`config.mk`:
```
export PLATFORM = sky130hd
export DESIGN_NAME = smc_sleep_ctrl
export DESIGN_NICKNAME = d
export VERILOG_FILES = /design/src/hw/smc_pkg.sv /design/src/hw/smc_wake_qual.sv /design/src/hw/smc_periph_gate.sv /design/src/hw/smc_sleep_ctrl.sv
export SDC_FILE = /design/constraint.sdc
export NUM_CORES = 1
export LEC_CHECK = 0
export BUFFER_PORTS_ARGS = -buffer_cell sky130_fd_sc_hd__buf_2
export CAP_MARGIN = 20
export CORE_ASPECT_RATIO = 1.1
export CORE_UTILIZATION = 45
export CTS_CLUSTER_DIAMETER = 120
export DETAILED_ROUTE_END_ITERATION = 10
export GPL_TIMING_DRIVEN = 1
export HOLD_SLACK_MARGIN = 0.15
export MAX_ROUTING_LAYER = met4
export PLACE_DENSITY = 0.69
export REMOVE_ABC_BUFFERS = 1
export SETUP_SLACK_MARGIN = 0.2
export SLEW_MARGIN = 25
export SYNTH_ARGS = -nofsm -noshare
export SYNTH_HDL_FRONTEND = slang
export SYNTH_SLANG_ARGS = --single-unit
```
`constraint.sdc`:
```
create_clock -name clk_i -period 2.1 [get_ports clk_i]
set_input_delay 0 -clock clk_i [delete_from_list [all_inputs] [get_ports clk_i]]
set_output_delay 0 -clock clk_i [all_outputs]
set_load 0.01 [all_outputs]
```
`src/hw/smc_pkg.sv`:
```
// package: sleep controller constants, register map and encodings
package smc_pkg;

	// ----------------------------------------------------------------
	// register map (byte offsets on the plain register port)
	// ----------------------------------------------------------------
	localparam logic [7:0] SMC_SLEEP_CTRL_OFS = 8'h33;
	localparam logic [7:0] SMC_CLK_GATE_OFS = 8'h64;
	localparam logic [7:0] SMC_STATUS_OFS = 8'h65;

	// sleep control fields and reset values
	localparam int SMC_SLEEP_EN_BIT = 0;
	localparam int SMC_MODE_LSB = 1;
	localparam int SMC_MODE_MSB = 3;
	localparam logic [3:0] SMC_SLEEP_CTRL_RST = 4'h0;
	localparam logic [7:0] SMC_CLK_GATE_RST = 8'h00;
	// bit 4 of the clock gate register is reserved and reads zero
	localparam logic [7:0] SMC_CLK_GATE_MASK = 8'hef;

	// ----------------------------------------------------------------
	// cycle counts
	// ----------------------------------------------------------------
	localparam int SMC_HALT_CYC = 4;
	localparam int SMC_STANDBY_WAKE_CYC = 6;
	localparam int SMC_CNT_W = 16;

	// ----------------------------------------------------------------
	// sleep mode codes
	// ----------------------------------------------------------------
	typedef enum logic [2:0] {
		SMC_M_IDLE = 3'h0,
		SMC_M_ADCQ = 3'h1,
		SMC_M_PDOWN = 3'h2,
		SMC_M_PSAVE = 3'h3,
		SMC_M_RSV4 = 3'h4,
		SMC_M_RSV5 = 3'h5,
		SMC_M_STBY = 3'h6,
		SMC_M_XSTBY = 3'h7
	} smc_mode_e;

	typedef enum logic [1:0] {
		SMC_ST_RUN = 2'b00,
		SMC_ST_SLEEP = 2'b01,
		SMC_ST_START = 2'b10,
		SMC_ST_HALT = 2'b11
	} smc_state_e;

endpackage

```
`src/hw/smc_wake_qual.sv`:
```
// wake source qualification per sleep mode
`timescale 1ns/1ps
module smc_wake_qual
	import smc_pkg::*;
(
	// mode and configuration
	input wire logic [2:0] mode_i,
	input wire logic gie_i,
	input wire logic t2_enabled_i,
	input wire logic [1:0] t2_mask_i,
	// sources
	input wire logic irq_any_i,
	input wire logic adc_done_i,
	input wire logic two_wire_irq_i,
	input wire logic two_wire_match_i,
	input wire logic t2_irq_i,
	input wire logic [1:0] t2_evt_i,
	input wire logic spm_ready_i,
	input wire logic wdog_irq_i,
	input wire logic [7:0] ext_level_i,
	input wire logic [7:0] ext_any_i,
	input wire logic pin_change_i,
	// result
	output logic wake_o
);
	logic deep_src;
	logic t2_wake;

	always_comb begin
		// upper lines only count as level wakes outside idle
		deep_src = two_wire_match_i | (|ext_level_i[7:4]) | (|ext_any_i[3:0])
			| pin_change_i;
		t2_wake = t2_enabled_i & gie_i & (|(t2_mask_i & t2_evt_i));
		unique case (smc_mode_e'(mode_i))
			SMC_M_IDLE: wake_o = irq_any_i;
			SMC_M_ADCQ: wake_o = adc_done_i | wdog_irq_i | two_wire_irq_i | t2_irq_i | spm_ready_i
				| (|ext_level_i[7:4]) | pin_change_i;
			SMC_M_PDOWN, SMC_M_STBY: wake_o = deep_src;
			SMC_M_PSAVE, SMC_M_XSTBY: wake_o = deep_src | t2_wake;
			default: wake_o = 1'b0;
		endcase
	end

endmodule // smc_wake_qual

```
`src/hw/smc_periph_gate.sv`:
```
// per-peripheral clock gate and register access block
`timescale 1ns/1ps
module smc_periph_gate #(
	parameter int N = 8
) (
	// clock and reset
	input wire logic clk_i,
	input wire logic rst_n_i,
	// control
	input wire logic [N-1:0] gate_i,
	input wire logic io_run_i,
	input wire logic [N-1:0] acc_req_i,
	// result
	output logic [N-1:0] clk_en_o,
	output logic [N-1:0] acc_ok_o
);
	logic [N-1:0] clk_en_ff;
	logic [N-1:0] acc_ok_ff;
	logic [N-1:0] nxt_clk_en;
	logic [N-1:0] nxt_acc_ok;

	if (N < 1) begin : g_bad_n
		$error("N must be at least 1");
	end

	always_comb begin
		// gated peripherals freeze; ungating resumes the same state
		nxt_clk_en = ~gate_i & {N{io_run_i}};
		// a gated peripheral's registers are neither read nor written
		nxt_acc_ok = acc_req_i & ~gate_i;
	end

	always_ff @(posedge clk_i) begin
		if (!rst_n_i) begin
			clk_en_ff <= '1;
			acc_ok_ff <= '0;
		end else begin
			clk_en_ff <= nxt_clk_en;
			acc_ok_ff <= nxt_acc_ok;
		end
	end

	assign clk_en_o = clk_en_ff;
	assign acc_ok_o = acc_ok_ff;

endmodule // smc_periph_gate

```
`src/hw/smc_sleep_ctrl.sv`:
```
// sleep mode controller: sleep entry, clock domain gating, wake-up sequence
`timescale 1ns/1ps
// What this block does
// - sleep only on instruction with enable set
// - four halt cycles after start-up, then handler
// - register file and SRAM untouched by sleep
// - reset during sleep restarts at reset vector
// - idle stops core and flash clocks
// - idle wakes on any enabled interrupt
// - converter enabled: conversion starts at idle or converter-quiet entry
// - converter-quiet stops io, core, flash clocks
// - converter-quiet wakes only on listed sources
// - power-down stops oscillator and all clocks
// - power-down wakes only on listed sources
// - power-down wake waits start-up delay
// - power-save adds timer2 wake when enabled
// - power-save oscillators follow timer2 clocking
// - standby keeps oscillator, six cycle wake
// - extended standby keeps oscillator, six cycles
// - timer oscillator only in async timer2
// - upper external lines wake only level-sensitive
// - gate bit stops clock, blocks registers
// - clearing gate bit resumes frozen state
// - control register layout, reset zero
module smc_sleep_ctrl
	import smc_pkg::*;
#(
	parameter int STARTUP_CYCLES = 16
) (
	// clock and reset
	input wire logic clk_i,
	input wire logic rst_n_i,
	// register port
	input wire logic [7:0] reg_addr_i,
	input wire logic [7:0] reg_wdata_i,
	input wire logic reg_wr_i,
	input wire logic reg_rd_i,
	output logic [7:0] reg_rdata_o,
	// core handshake
	input wire logic sleep_instr_i,
	output logic core_halt_o,
	output logic wake_irq_o,
	output logic reset_vector_o,
	// configuration from other units
	input wire logic adc_enabled_i,
	input wire logic xtal_selected_i,
	input wire logic t2_enabled_i,
	input wire logic t2_async_i,
	input wire logic [1:0] t2_mask_i,
	input wire logic gie_i,
	// wake sources on the core clock
	input wire logic irq_any_i,
	input wire logic adc_done_i,
	input wire logic two_wire_irq_i,
	input wire logic two_wire_match_i,
	input wire logic t2_irq_i,
	input wire logic [1:0] t2_evt_i,
	input wire logic spm_ready_i,
	input wire logic wdog_irq_i,
	input wire logic wdog_reset_i,
	input wire logic bor_reset_i,
	// wake sources from pins
	input wire logic [7:0] ext_level_i,
	input wire logic [7:0] ext_any_i,
	input wire logic pin_change_i,
	input wire logic ext_reset_i,
	// clock domain enables
	output logic core_clk_en_o,
	output logic flash_clk_en_o,
	output logic io_clk_en_o,
	output logic adc_clk_en_o,
	output logic async_clk_en_o,
	output logic main_osc_en_o,
	output logic timer_osc_en_o,
	output logic t2_sync_clk_en_o,
	output logic adc_start_o,
	// peripheral gating
	input wire logic [7:0] periph_acc_i,
	output logic [7:0] periph_clk_en_o,
	output logic [7:0] periph_acc_ok_o
);

	// ----------------------------------------------------------------
	// elaboration checks and derived counts
	// ----------------------------------------------------------------
	localparam logic [SMC_CNT_W-1:0] START_LOAD = SMC_CNT_W'(STARTUP_CYCLES - 1);
	localparam logic [SMC_CNT_W-1:0] STBY_LOAD = SMC_CNT_W'(SMC_STANDBY_WAKE_CYC - 1);
	localparam logic [SMC_CNT_W-1:0] HALT_LOAD = SMC_CNT_W'(SMC_HALT_CYC - 1);

	if (STARTUP_CYCLES < 1 || STARTUP_CYCLES > 65535) begin : g_bad_startup
		$error("STARTUP_CYCLES must lie in 1..65535");
	end

	// ----------------------------------------------------------------
	// pin synchronisers
	// ----------------------------------------------------------------
	logic [17:0] pin_s1_ff;
	logic [17:0] pin_s2_ff;

	always_ff @(posedge clk_i) begin
		if (!rst_n_i) begin
			pin_s1_ff <= '0;
			pin_s2_ff <= '0;
		end else begin
			pin_s1_ff <= {ext_reset_i, pin_change_i, ext_any_i, ext_level_i};
			pin_s2_ff <= pin_s1_ff;
		end
	end

	logic [7:0] ext_level_s;
	logic [7:0] ext_any_s;
	logic pin_change_s;
	logic any_reset;
	assign ext_level_s = pin_s2_ff[7:0];
	assign ext_any_s = pin_s2_ff[15:8];
	assign pin_change_s = pin_s2_ff[16];
	assign any_reset = pin_s2_ff[17] | wdog_reset_i | bor_reset_i;

	// ----------------------------------------------------------------
	// registers
	// ----------------------------------------------------------------
	logic [3:0] sleep_ctrl_ff;
	logic [7:0] clk_gate_ff;
	logic [7:0] rdata_ff;
	logic [3:0] nxt_sleep_ctrl;
	logic [7:0] nxt_clk_gate;
	logic [7:0] nxt_rdata;
	smc_state_e state_ff;
	smc_state_e nxt_state;
	logic [2:0] mode_ff;

	always_comb begin
		nxt_sleep_ctrl = sleep_ctrl_ff;
		nxt_clk_gate = clk_gate_ff;
		nxt_rdata = 8'h00;
		if (reg_wr_i) begin
			if (reg_addr_i == SMC_SLEEP_CTRL_OFS) begin
				nxt_sleep_ctrl = reg_wdata_i[3:0];
			end
			if (reg_addr_i == SMC_CLK_GATE_OFS) begin
				nxt_clk_gate = reg_wdata_i & SMC_CLK_GATE_MASK;
			end
		end
		if (reg_rd_i) begin
			unique case (reg_addr_i)
				SMC_SLEEP_CTRL_OFS: nxt_rdata = {4'h0, sleep_ctrl_ff};
				SMC_CLK_GATE_OFS: nxt_rdata = clk_gate_ff;
				SMC_STATUS_OFS: nxt_rdata = {3'h0, mode_ff, state_ff};
				default: nxt_rdata = 8'h00;
			endcase
		end
	end

	always_ff @(posedge clk_i) begin
		if (!rst_n_i) begin
			sleep_ctrl_ff <= SMC_SLEEP_CTRL_RST;
			clk_gate_ff <= SMC_CLK_GATE_RST;
			rdata_ff <= 8'h00;
		end else begin
			sleep_ctrl_ff <= nxt_sleep_ctrl;
			clk_gate_ff <= nxt_clk_gate;
			rdata_ff <= nxt_rdata;
		end
	end

	assign reg_rdata_o = rdata_ff;

	// ----------------------------------------------------------------
	// wake qualification
	// ----------------------------------------------------------------
	logic wake_src;

	smc_wake_qual u_wake (
		.mode_i(mode_ff),
		.gie_i(gie_i),
		.t2_enabled_i(t2_enabled_i),
		.t2_mask_i(t2_mask_i),
		.irq_any_i(irq_any_i),
		.adc_done_i(adc_done_i),
		.two_wire_irq_i(two_wire_irq_i),
		.two_wire_match_i(two_wire_match_i),
		.t2_irq_i(t2_irq_i),
		.t2_evt_i(t2_evt_i),
		.spm_ready_i(spm_ready_i),
		.wdog_irq_i(wdog_irq_i),
		.ext_level_i(ext_level_s),
		.ext_any_i(ext_any_s),
		.pin_change_i(pin_change_s),
		.wake_o(wake_src)
	);

	// ----------------------------------------------------------------
	// sleep sequence
	// ----------------------------------------------------------------
	logic [SMC_CNT_W-1:0] cnt_ff;
	logic [SMC_CNT_W-1:0] nxt_cnt;
	logic [2:0] nxt_mode;
	logic halt_ff;
	logic wake_irq_ff;
	logic rst_vec_ff;
	logic adc_start_ff;
	logic nxt_wake_irq;
	logic nxt_rst_vec;
	logic nxt_adc_start;
	logic sel_mode_ok;
	logic [2:0] sel_mode;

	always_comb begin
		sel_mode = sleep_ctrl_ff[SMC_MODE_MSB:SMC_MODE_LSB];
		// standby codes need a crystal; reserved codes never sleep
		unique case (smc_mode_e'(sel_mode))
			SMC_M_RSV4, SMC_M_RSV5: sel_mode_ok = 1'b0;
			SMC_M_STBY, SMC_M_XSTBY: sel_mode_ok = xtal_selected_i;
			default: sel_mode_ok = 1'b1;
		endcase
		nxt_state = state_ff;
		nxt_cnt = cnt_ff;
		nxt_mode = mode_ff;
		nxt_wake_irq = 1'b0;
		nxt_rst_vec = 1'b0;
		nxt_adc_start = 1'b0;
		unique case (state_ff)
			SMC_ST_RUN: begin
				if (sleep_instr_i && sleep_ctrl_ff[SMC_SLEEP_EN_BIT] && sel_mode_ok) begin
					nxt_state = SMC_ST_SLEEP;
					nxt_mode = sel_mode;
					nxt_adc_start = adc_enabled_i
						&& (sel_mode == SMC_M_IDLE || sel_mode == SMC_M_ADCQ);
				end
			end
			SMC_ST_SLEEP: begin
				// only clocks stop here; storage keeps its contents
				if (any_reset) begin
					nxt_state = SMC_ST_RUN;
					nxt_rst_vec = 1'b1;
				end else if (wake_src) begin
					unique case (smc_mode_e'(mode_ff))
						SMC_M_PDOWN, SMC_M_PSAVE: begin
							nxt_state = SMC_ST_START;
							nxt_cnt = START_LOAD;
						end
						SMC_M_STBY, SMC_M_XSTBY: begin
							nxt_state = SMC_ST_START;
							nxt_cnt = STBY_LOAD;
						end
						default: begin
							nxt_state = SMC_ST_HALT;
							nxt_cnt = HALT_LOAD;
						end
					endcase
				end
			end
			SMC_ST_START: begin
				if (any_reset) begin
					nxt_state = SMC_ST_RUN;
					nxt_rst_vec = 1'b1;
				end else if (cnt_ff == '0) begin
					nxt_state = SMC_ST_HALT;
					nxt_cnt = HALT_LOAD;
				end else begin
					nxt_cnt = cnt_ff - 1'b1;
				end
			end
			SMC_ST_HALT: begin
				if (any_reset) begin
					nxt_state = SMC_ST_RUN;
					nxt_rst_vec = 1'b1;
				end else if (cnt_ff == '0) begin
					nxt_state = SMC_ST_RUN;
					nxt_wake_irq = 1'b1;
				end else begin
					nxt_cnt = cnt_ff - 1'b1;
				end
			end
		endcase
	end

	always_ff @(posedge clk_i) begin
		if (!rst_n_i) begin
			state_ff <= SMC_ST_RUN;
			cnt_ff <= '0;
			mode_ff <= 3'h0;
			halt_ff <= 1'b0;
			wake_irq_ff <= 1'b0;
			rst_vec_ff <= 1'b0;
			adc_start_ff <= 1'b0;
		end else begin
			state_ff <= nxt_state;
			cnt_ff <= nxt_cnt;
			mode_ff <= nxt_mode;
			halt_ff <= (nxt_state != SMC_ST_RUN);
			wake_irq_ff <= nxt_wake_irq;
			rst_vec_ff <= nxt_rst_vec;
			adc_start_ff <= nxt_adc_start;
		end
	end

	assign core_halt_o = halt_ff;
	assign wake_irq_o = wake_irq_ff;
	assign reset_vector_o = rst_vec_ff;
	assign adc_start_o = adc_start_ff;

	// ----------------------------------------------------------------
	// clock domain enables
	// ----------------------------------------------------------------
	// the core and flash stay stopped through start-up and halt; the other domains run again
	logic [7:0] clk_ff;
	logic [7:0] nxt_clk;

	always_comb begin
		// order: core, flash, io, adc, async, main osc, timer osc, t2 sync
		nxt_clk = {5'b11111, 1'b1, t2_async_i, 1'b0};
		if (nxt_state == SMC_ST_SLEEP) begin
			unique case (smc_mode_e'(nxt_mode))
				SMC_M_IDLE: nxt_clk = {4'b0011, t2_async_i, 1'b1, t2_async_i, 1'b0};
				SMC_M_ADCQ: nxt_clk = {4'b0001, t2_async_i, 1'b1, t2_async_i, 1'b0};
				SMC_M_PDOWN: nxt_clk = 8'h00;
				SMC_M_PSAVE: nxt_clk = {4'b0000, t2_async_i,
					t2_enabled_i & ~t2_async_i, t2_async_i,
					t2_enabled_i & ~t2_async_i};
				SMC_M_STBY: nxt_clk = {5'b00000, 1'b1, 2'b00};
				SMC_M_XSTBY: nxt_clk = {4'b0000, t2_async_i, 1'b1, t2_async_i,
					t2_enabled_i & ~t2_async_i};
				default: nxt_clk = 8'h00;
			endcase
		end else if (nxt_state != SMC_ST_RUN) begin
			nxt_clk = {5'b00111, 1'b1, t2_async_i, 1'b0};
		end
		nxt_clk[7:6] = (nxt_state == SMC_ST_RUN) ? 2'b11 : 2'b00;
	end

	always_ff @(posedge clk_i) begin
		if (!rst_n_i) begin
			clk_ff <= 8'hfc;
		end else begin
			clk_ff <= nxt_clk;
		end
	end

	assign core_clk_en_o = clk_ff[7];
	assign flash_clk_en_o = clk_ff[6];
	assign io_clk_en_o = clk_ff[5];
	assign adc_clk_en_o = clk_ff[4];
	assign async_clk_en_o = clk_ff[3];
	assign main_osc_en_o = clk_ff[2];
	assign timer_osc_en_o = clk_ff[1];
	assign t2_sync_clk_en_o = clk_ff[0];

	// ----------------------------------------------------------------
	// peripheral clock gating
	// ----------------------------------------------------------------
	// software should quiesce a peripheral before gating it
	smc_periph_gate #(.N(8)) u_gate (
		.clk_i(clk_i),
		.rst_n_i(rst_n_i),
		.gate_i(clk_gate_ff),
		.io_run_i(nxt_clk[5]),
		.acc_req_i(periph_acc_i),
		.clk_en_o(periph_clk_en_o),
		.acc_ok_o(periph_acc_ok_o)
	);
endmodule // smc_sleep_ctrl

```
==> flow_summary.ini <==
[min_path]
worstHoldPathType = input pin to flop
holdCritStartpoint = wdog_reset_i
whs_endpoint = reset_vector_o
holdPathStages = 4

[placement]
place.gp.congestion = 0.833
portBuffers = 91
detailed_place_hpwl_mm = 5.62
place_area_mm2 = 0.00396
dp.cells = 535

[worst_setup_path]
reg2reg_depth = 7
timing.rr.end = cnt_ff[3]
worstPathMaxFanout = 7
path_class = flop to flop
critPathLaunchType = flop
rr_startpoint = cnt_ff[13]
worst_ep_arrival_time_ns = 2.12
end_kind = flop
ff2ff_setup_slack_ns = 0.21
cp.required_ns = 2.33

[yosys]
yosys_warnings = 0
synth_cells = 360
syn_area_mm2 = 0.00336
synth-edff-count = 0
ys_ff_latch = 86
async_flop_share_pct = 0
avgSynthCellArea_um2 = 9.33
ys_types = 60
seq_area_frac_synth_pct = 51.3
synthFlopType = dfxtp_1

[power]
intPower_mw = 2.32
seqPwrFrac_pct = 55.1
p_comb_share_pct = 6.6
totalPowerFinal_mw = 3.01
p_leak_nw = 2.01
ir_drop_mv = 0.581
pwr-share-clk_pct = 38.3
switching_share_pct = 23.0
p_switching_mw = 0.692
power_density_mw_per_mm2 = 628

[detailed_routing]
num_vias = 3186
wl_per_cell_um = 14.4
ant_nets = 0
drcViolationCount = 8
dr.pass1.iters = 7
via_per_inst = 5.27
drt_iter0_drc = 159
wl_mm = 8.71

[timing]
relSlewSlack_pct = 63.4
rsz0062_at_grt = true
tightest_slew_ns = 0.548
finalHoldViolCount = 0
setup_violations = 0
drv_slew = 0
fmax_ghz = 0.529
tns_ns = 0
period_needed_ns = 1.89
fin_crit_sh_pct = 90.1
finalClockSkew_ns = 0.0105

[cts]
cts_tree = done
clockBufferDepth = 2
cts.sinks = 86
clk_latency_ns = 0.36
path_clk_slew_ns = 0.09
cts_root_buf = clkbuf_8
htreeDepth = 3
cts_buffers = 9

[final_layout]
num_antenna_cells = 0
postLayoutCellArea_mm2 = 0.00480
nets = 582
drive_gt1_share_pct = 32.1
synthToLayoutAreaGrowth_pct = 42.9
fin_cells = 605

[floorplan]
fp.dieH_um = 92.6
initial_core_util_pct = 47.1
core-area_mm2 = 0.00713
rows = 32
die_w_um = 84.4
dieArea_mm2 = 0.00781
pin_count = 101

[global_routing]
overflow = 0
grt_usage_pct = 22.8
grt_pass1_wl_mm = 13.4
grt_max_degree = 42
grt_pass1_vias = 2971
antenna_found_initial = 0

[outcome]
violations = design-rule violations
status = finished with violations

[run]
cap_viol_max_count = 0
-- power groups by stage --
stage / clock [mW] / combinational (mW) / sequential (mW)
floorplan: 0 / 0.0399 / 1.71
finish: 1.15 / 0.198 / 1.66
global placement: 0 / 0.135 / 1.70
detailed placement: 0 / 0.137 / 1.70
CTS: 1.18 / 0.193 / 1.66
global route: 1.24 / 0.216 / 1.66
-- worst max path at each step --
stage                     from        end  slack (ns)  cells past startpoint
floorplan            cnt_ff[1]  cnt_ff[6]        0.25                      7
global placement     cnt_ff[1]  cnt_ff[1]        0.16                      8
detailed placement   cnt_ff[1]  cnt_ff[6]        0.15                      7
CTS                  cnt_ff[0]  cnt_ff[1]        0.20                      8
global route         cnt_ff[1]  cnt_ff[3]        0.12                      9
finish              cnt_ff[13]  cnt_ff[3]        0.21                      7
-- placed cells by master (no fill, tap or decap), drive strengths merged, types with 2 or more instances in the layout --
master	instances
nor3b	3
nand4	2
buf	111
o21a	3
o31a	2
o22a	2
clkbuf	10
a31o	3
nor3	10
clkinv	2
and2	26
a22oi	5
o22ai	3
nor2	34
dlygate4sd3	47
nand2	37
a31oi	5
or3	2
nand3	16
inv	10
nand2b	4
nor4	6
o211a	2
a21boi	2
o21ai	22
and3	8
nor4b	2
a21oi	30
a211oi	4
mux2i	4
dfxtp	86
-- registers in the layout, summed over array words and instances, names as in the netlist, 2 cells and up --
register         cells
clk_ff               6
reg_rdata_o          8
pin_s1_ff           10
mode_ff              3
clk_gate_ff          7
u_gate.clk_en_o      8
cnt_ff              16
sleep_ctrl_ff        4
u_gate.acc_ok_o      8
state_ff             2
pin_s2_ff           10
-- Yosys cell counts, types with 6 or more instances --
library cell  instances  share of area [%]
nor3_1                8                1.2
a21oi_1              30                4.5
inv_1                 6               0.67
o21ai_0              12                1.8
clkbuf_1             11                1.2
o21ai_1               9                1.3
nand3_1              16                2.4
and2_1               26                4.8
nand2_1              37                4.1
and3_1                8                1.5
dfxtp_1              86                 51
nor2_1               32                3.6
-- per-layer routing --
| layer | GRT usage [%] | share of wire, % | wire length (µm) |
|---|---|---|---|
| met5 | - | 0 | 0 |
| met4 | 10.9 | 2.3 | 197 |
| met3 | 3.74 | 4.4 | 385 |
| met2 | 39.1 | 50 | 4380 |
| met1 | 26.1 | 43 | 3750 |
-- what timing repair did --
action,4_1_cts,5_1_grt
setup endpoints to repair,11,28
buffers inserted,2,4
hold buffers,47,0
resized for setup,7,28
pin swaps,3,21
endpoints found under the hold margin,50,0
cloned,1,1
-- cell type report --
cell class	count	area (µm²)
Clock buffer	9	124
Clock inverter	6	68.8
Fill cell	577	2330
Inverter	8	30.0
Multi-Input combinational cell	252	1640
Sequential cell	86	1730
Tap cell	85	106
Timing Repair Buffer	159	1090
-- kinds of logic after synthesis --
kind of cell               synth area share [%]
and+or+nand+nor                            26.8
AOI/OAI and AO/OA                          16.5
DFF                                        51.3
buffers and inverters                      3.20
muxes                                      1.53
xor gates and xnor gates                  0.261
adders and majority gates                 0.373
-- critical path, cell delays in order (launching register included) --
cell     delay, ns
dfxtp_1       0.33
nor3_1        0.44
nand4_4       0.28
nor2_4        0.27
o22ai_4       0.15
buf_6         0.16
nand2_1       0.07
a21oi_2       0.05
-- per-stage QoR --
step	utilization [%]	setup slack [ns]	hold WS [ns]
floorplan	-	0.251	0.0762
global placement	55.5	0.163	0.205
detailed placement	55.5	0.152	0.208
CTS	65.6	0.205	0.183
global route	67.3	0.117	0.205
finish	67.3	0.208	0.175
No activity file was read; power rests on OpenSTA's default activity.
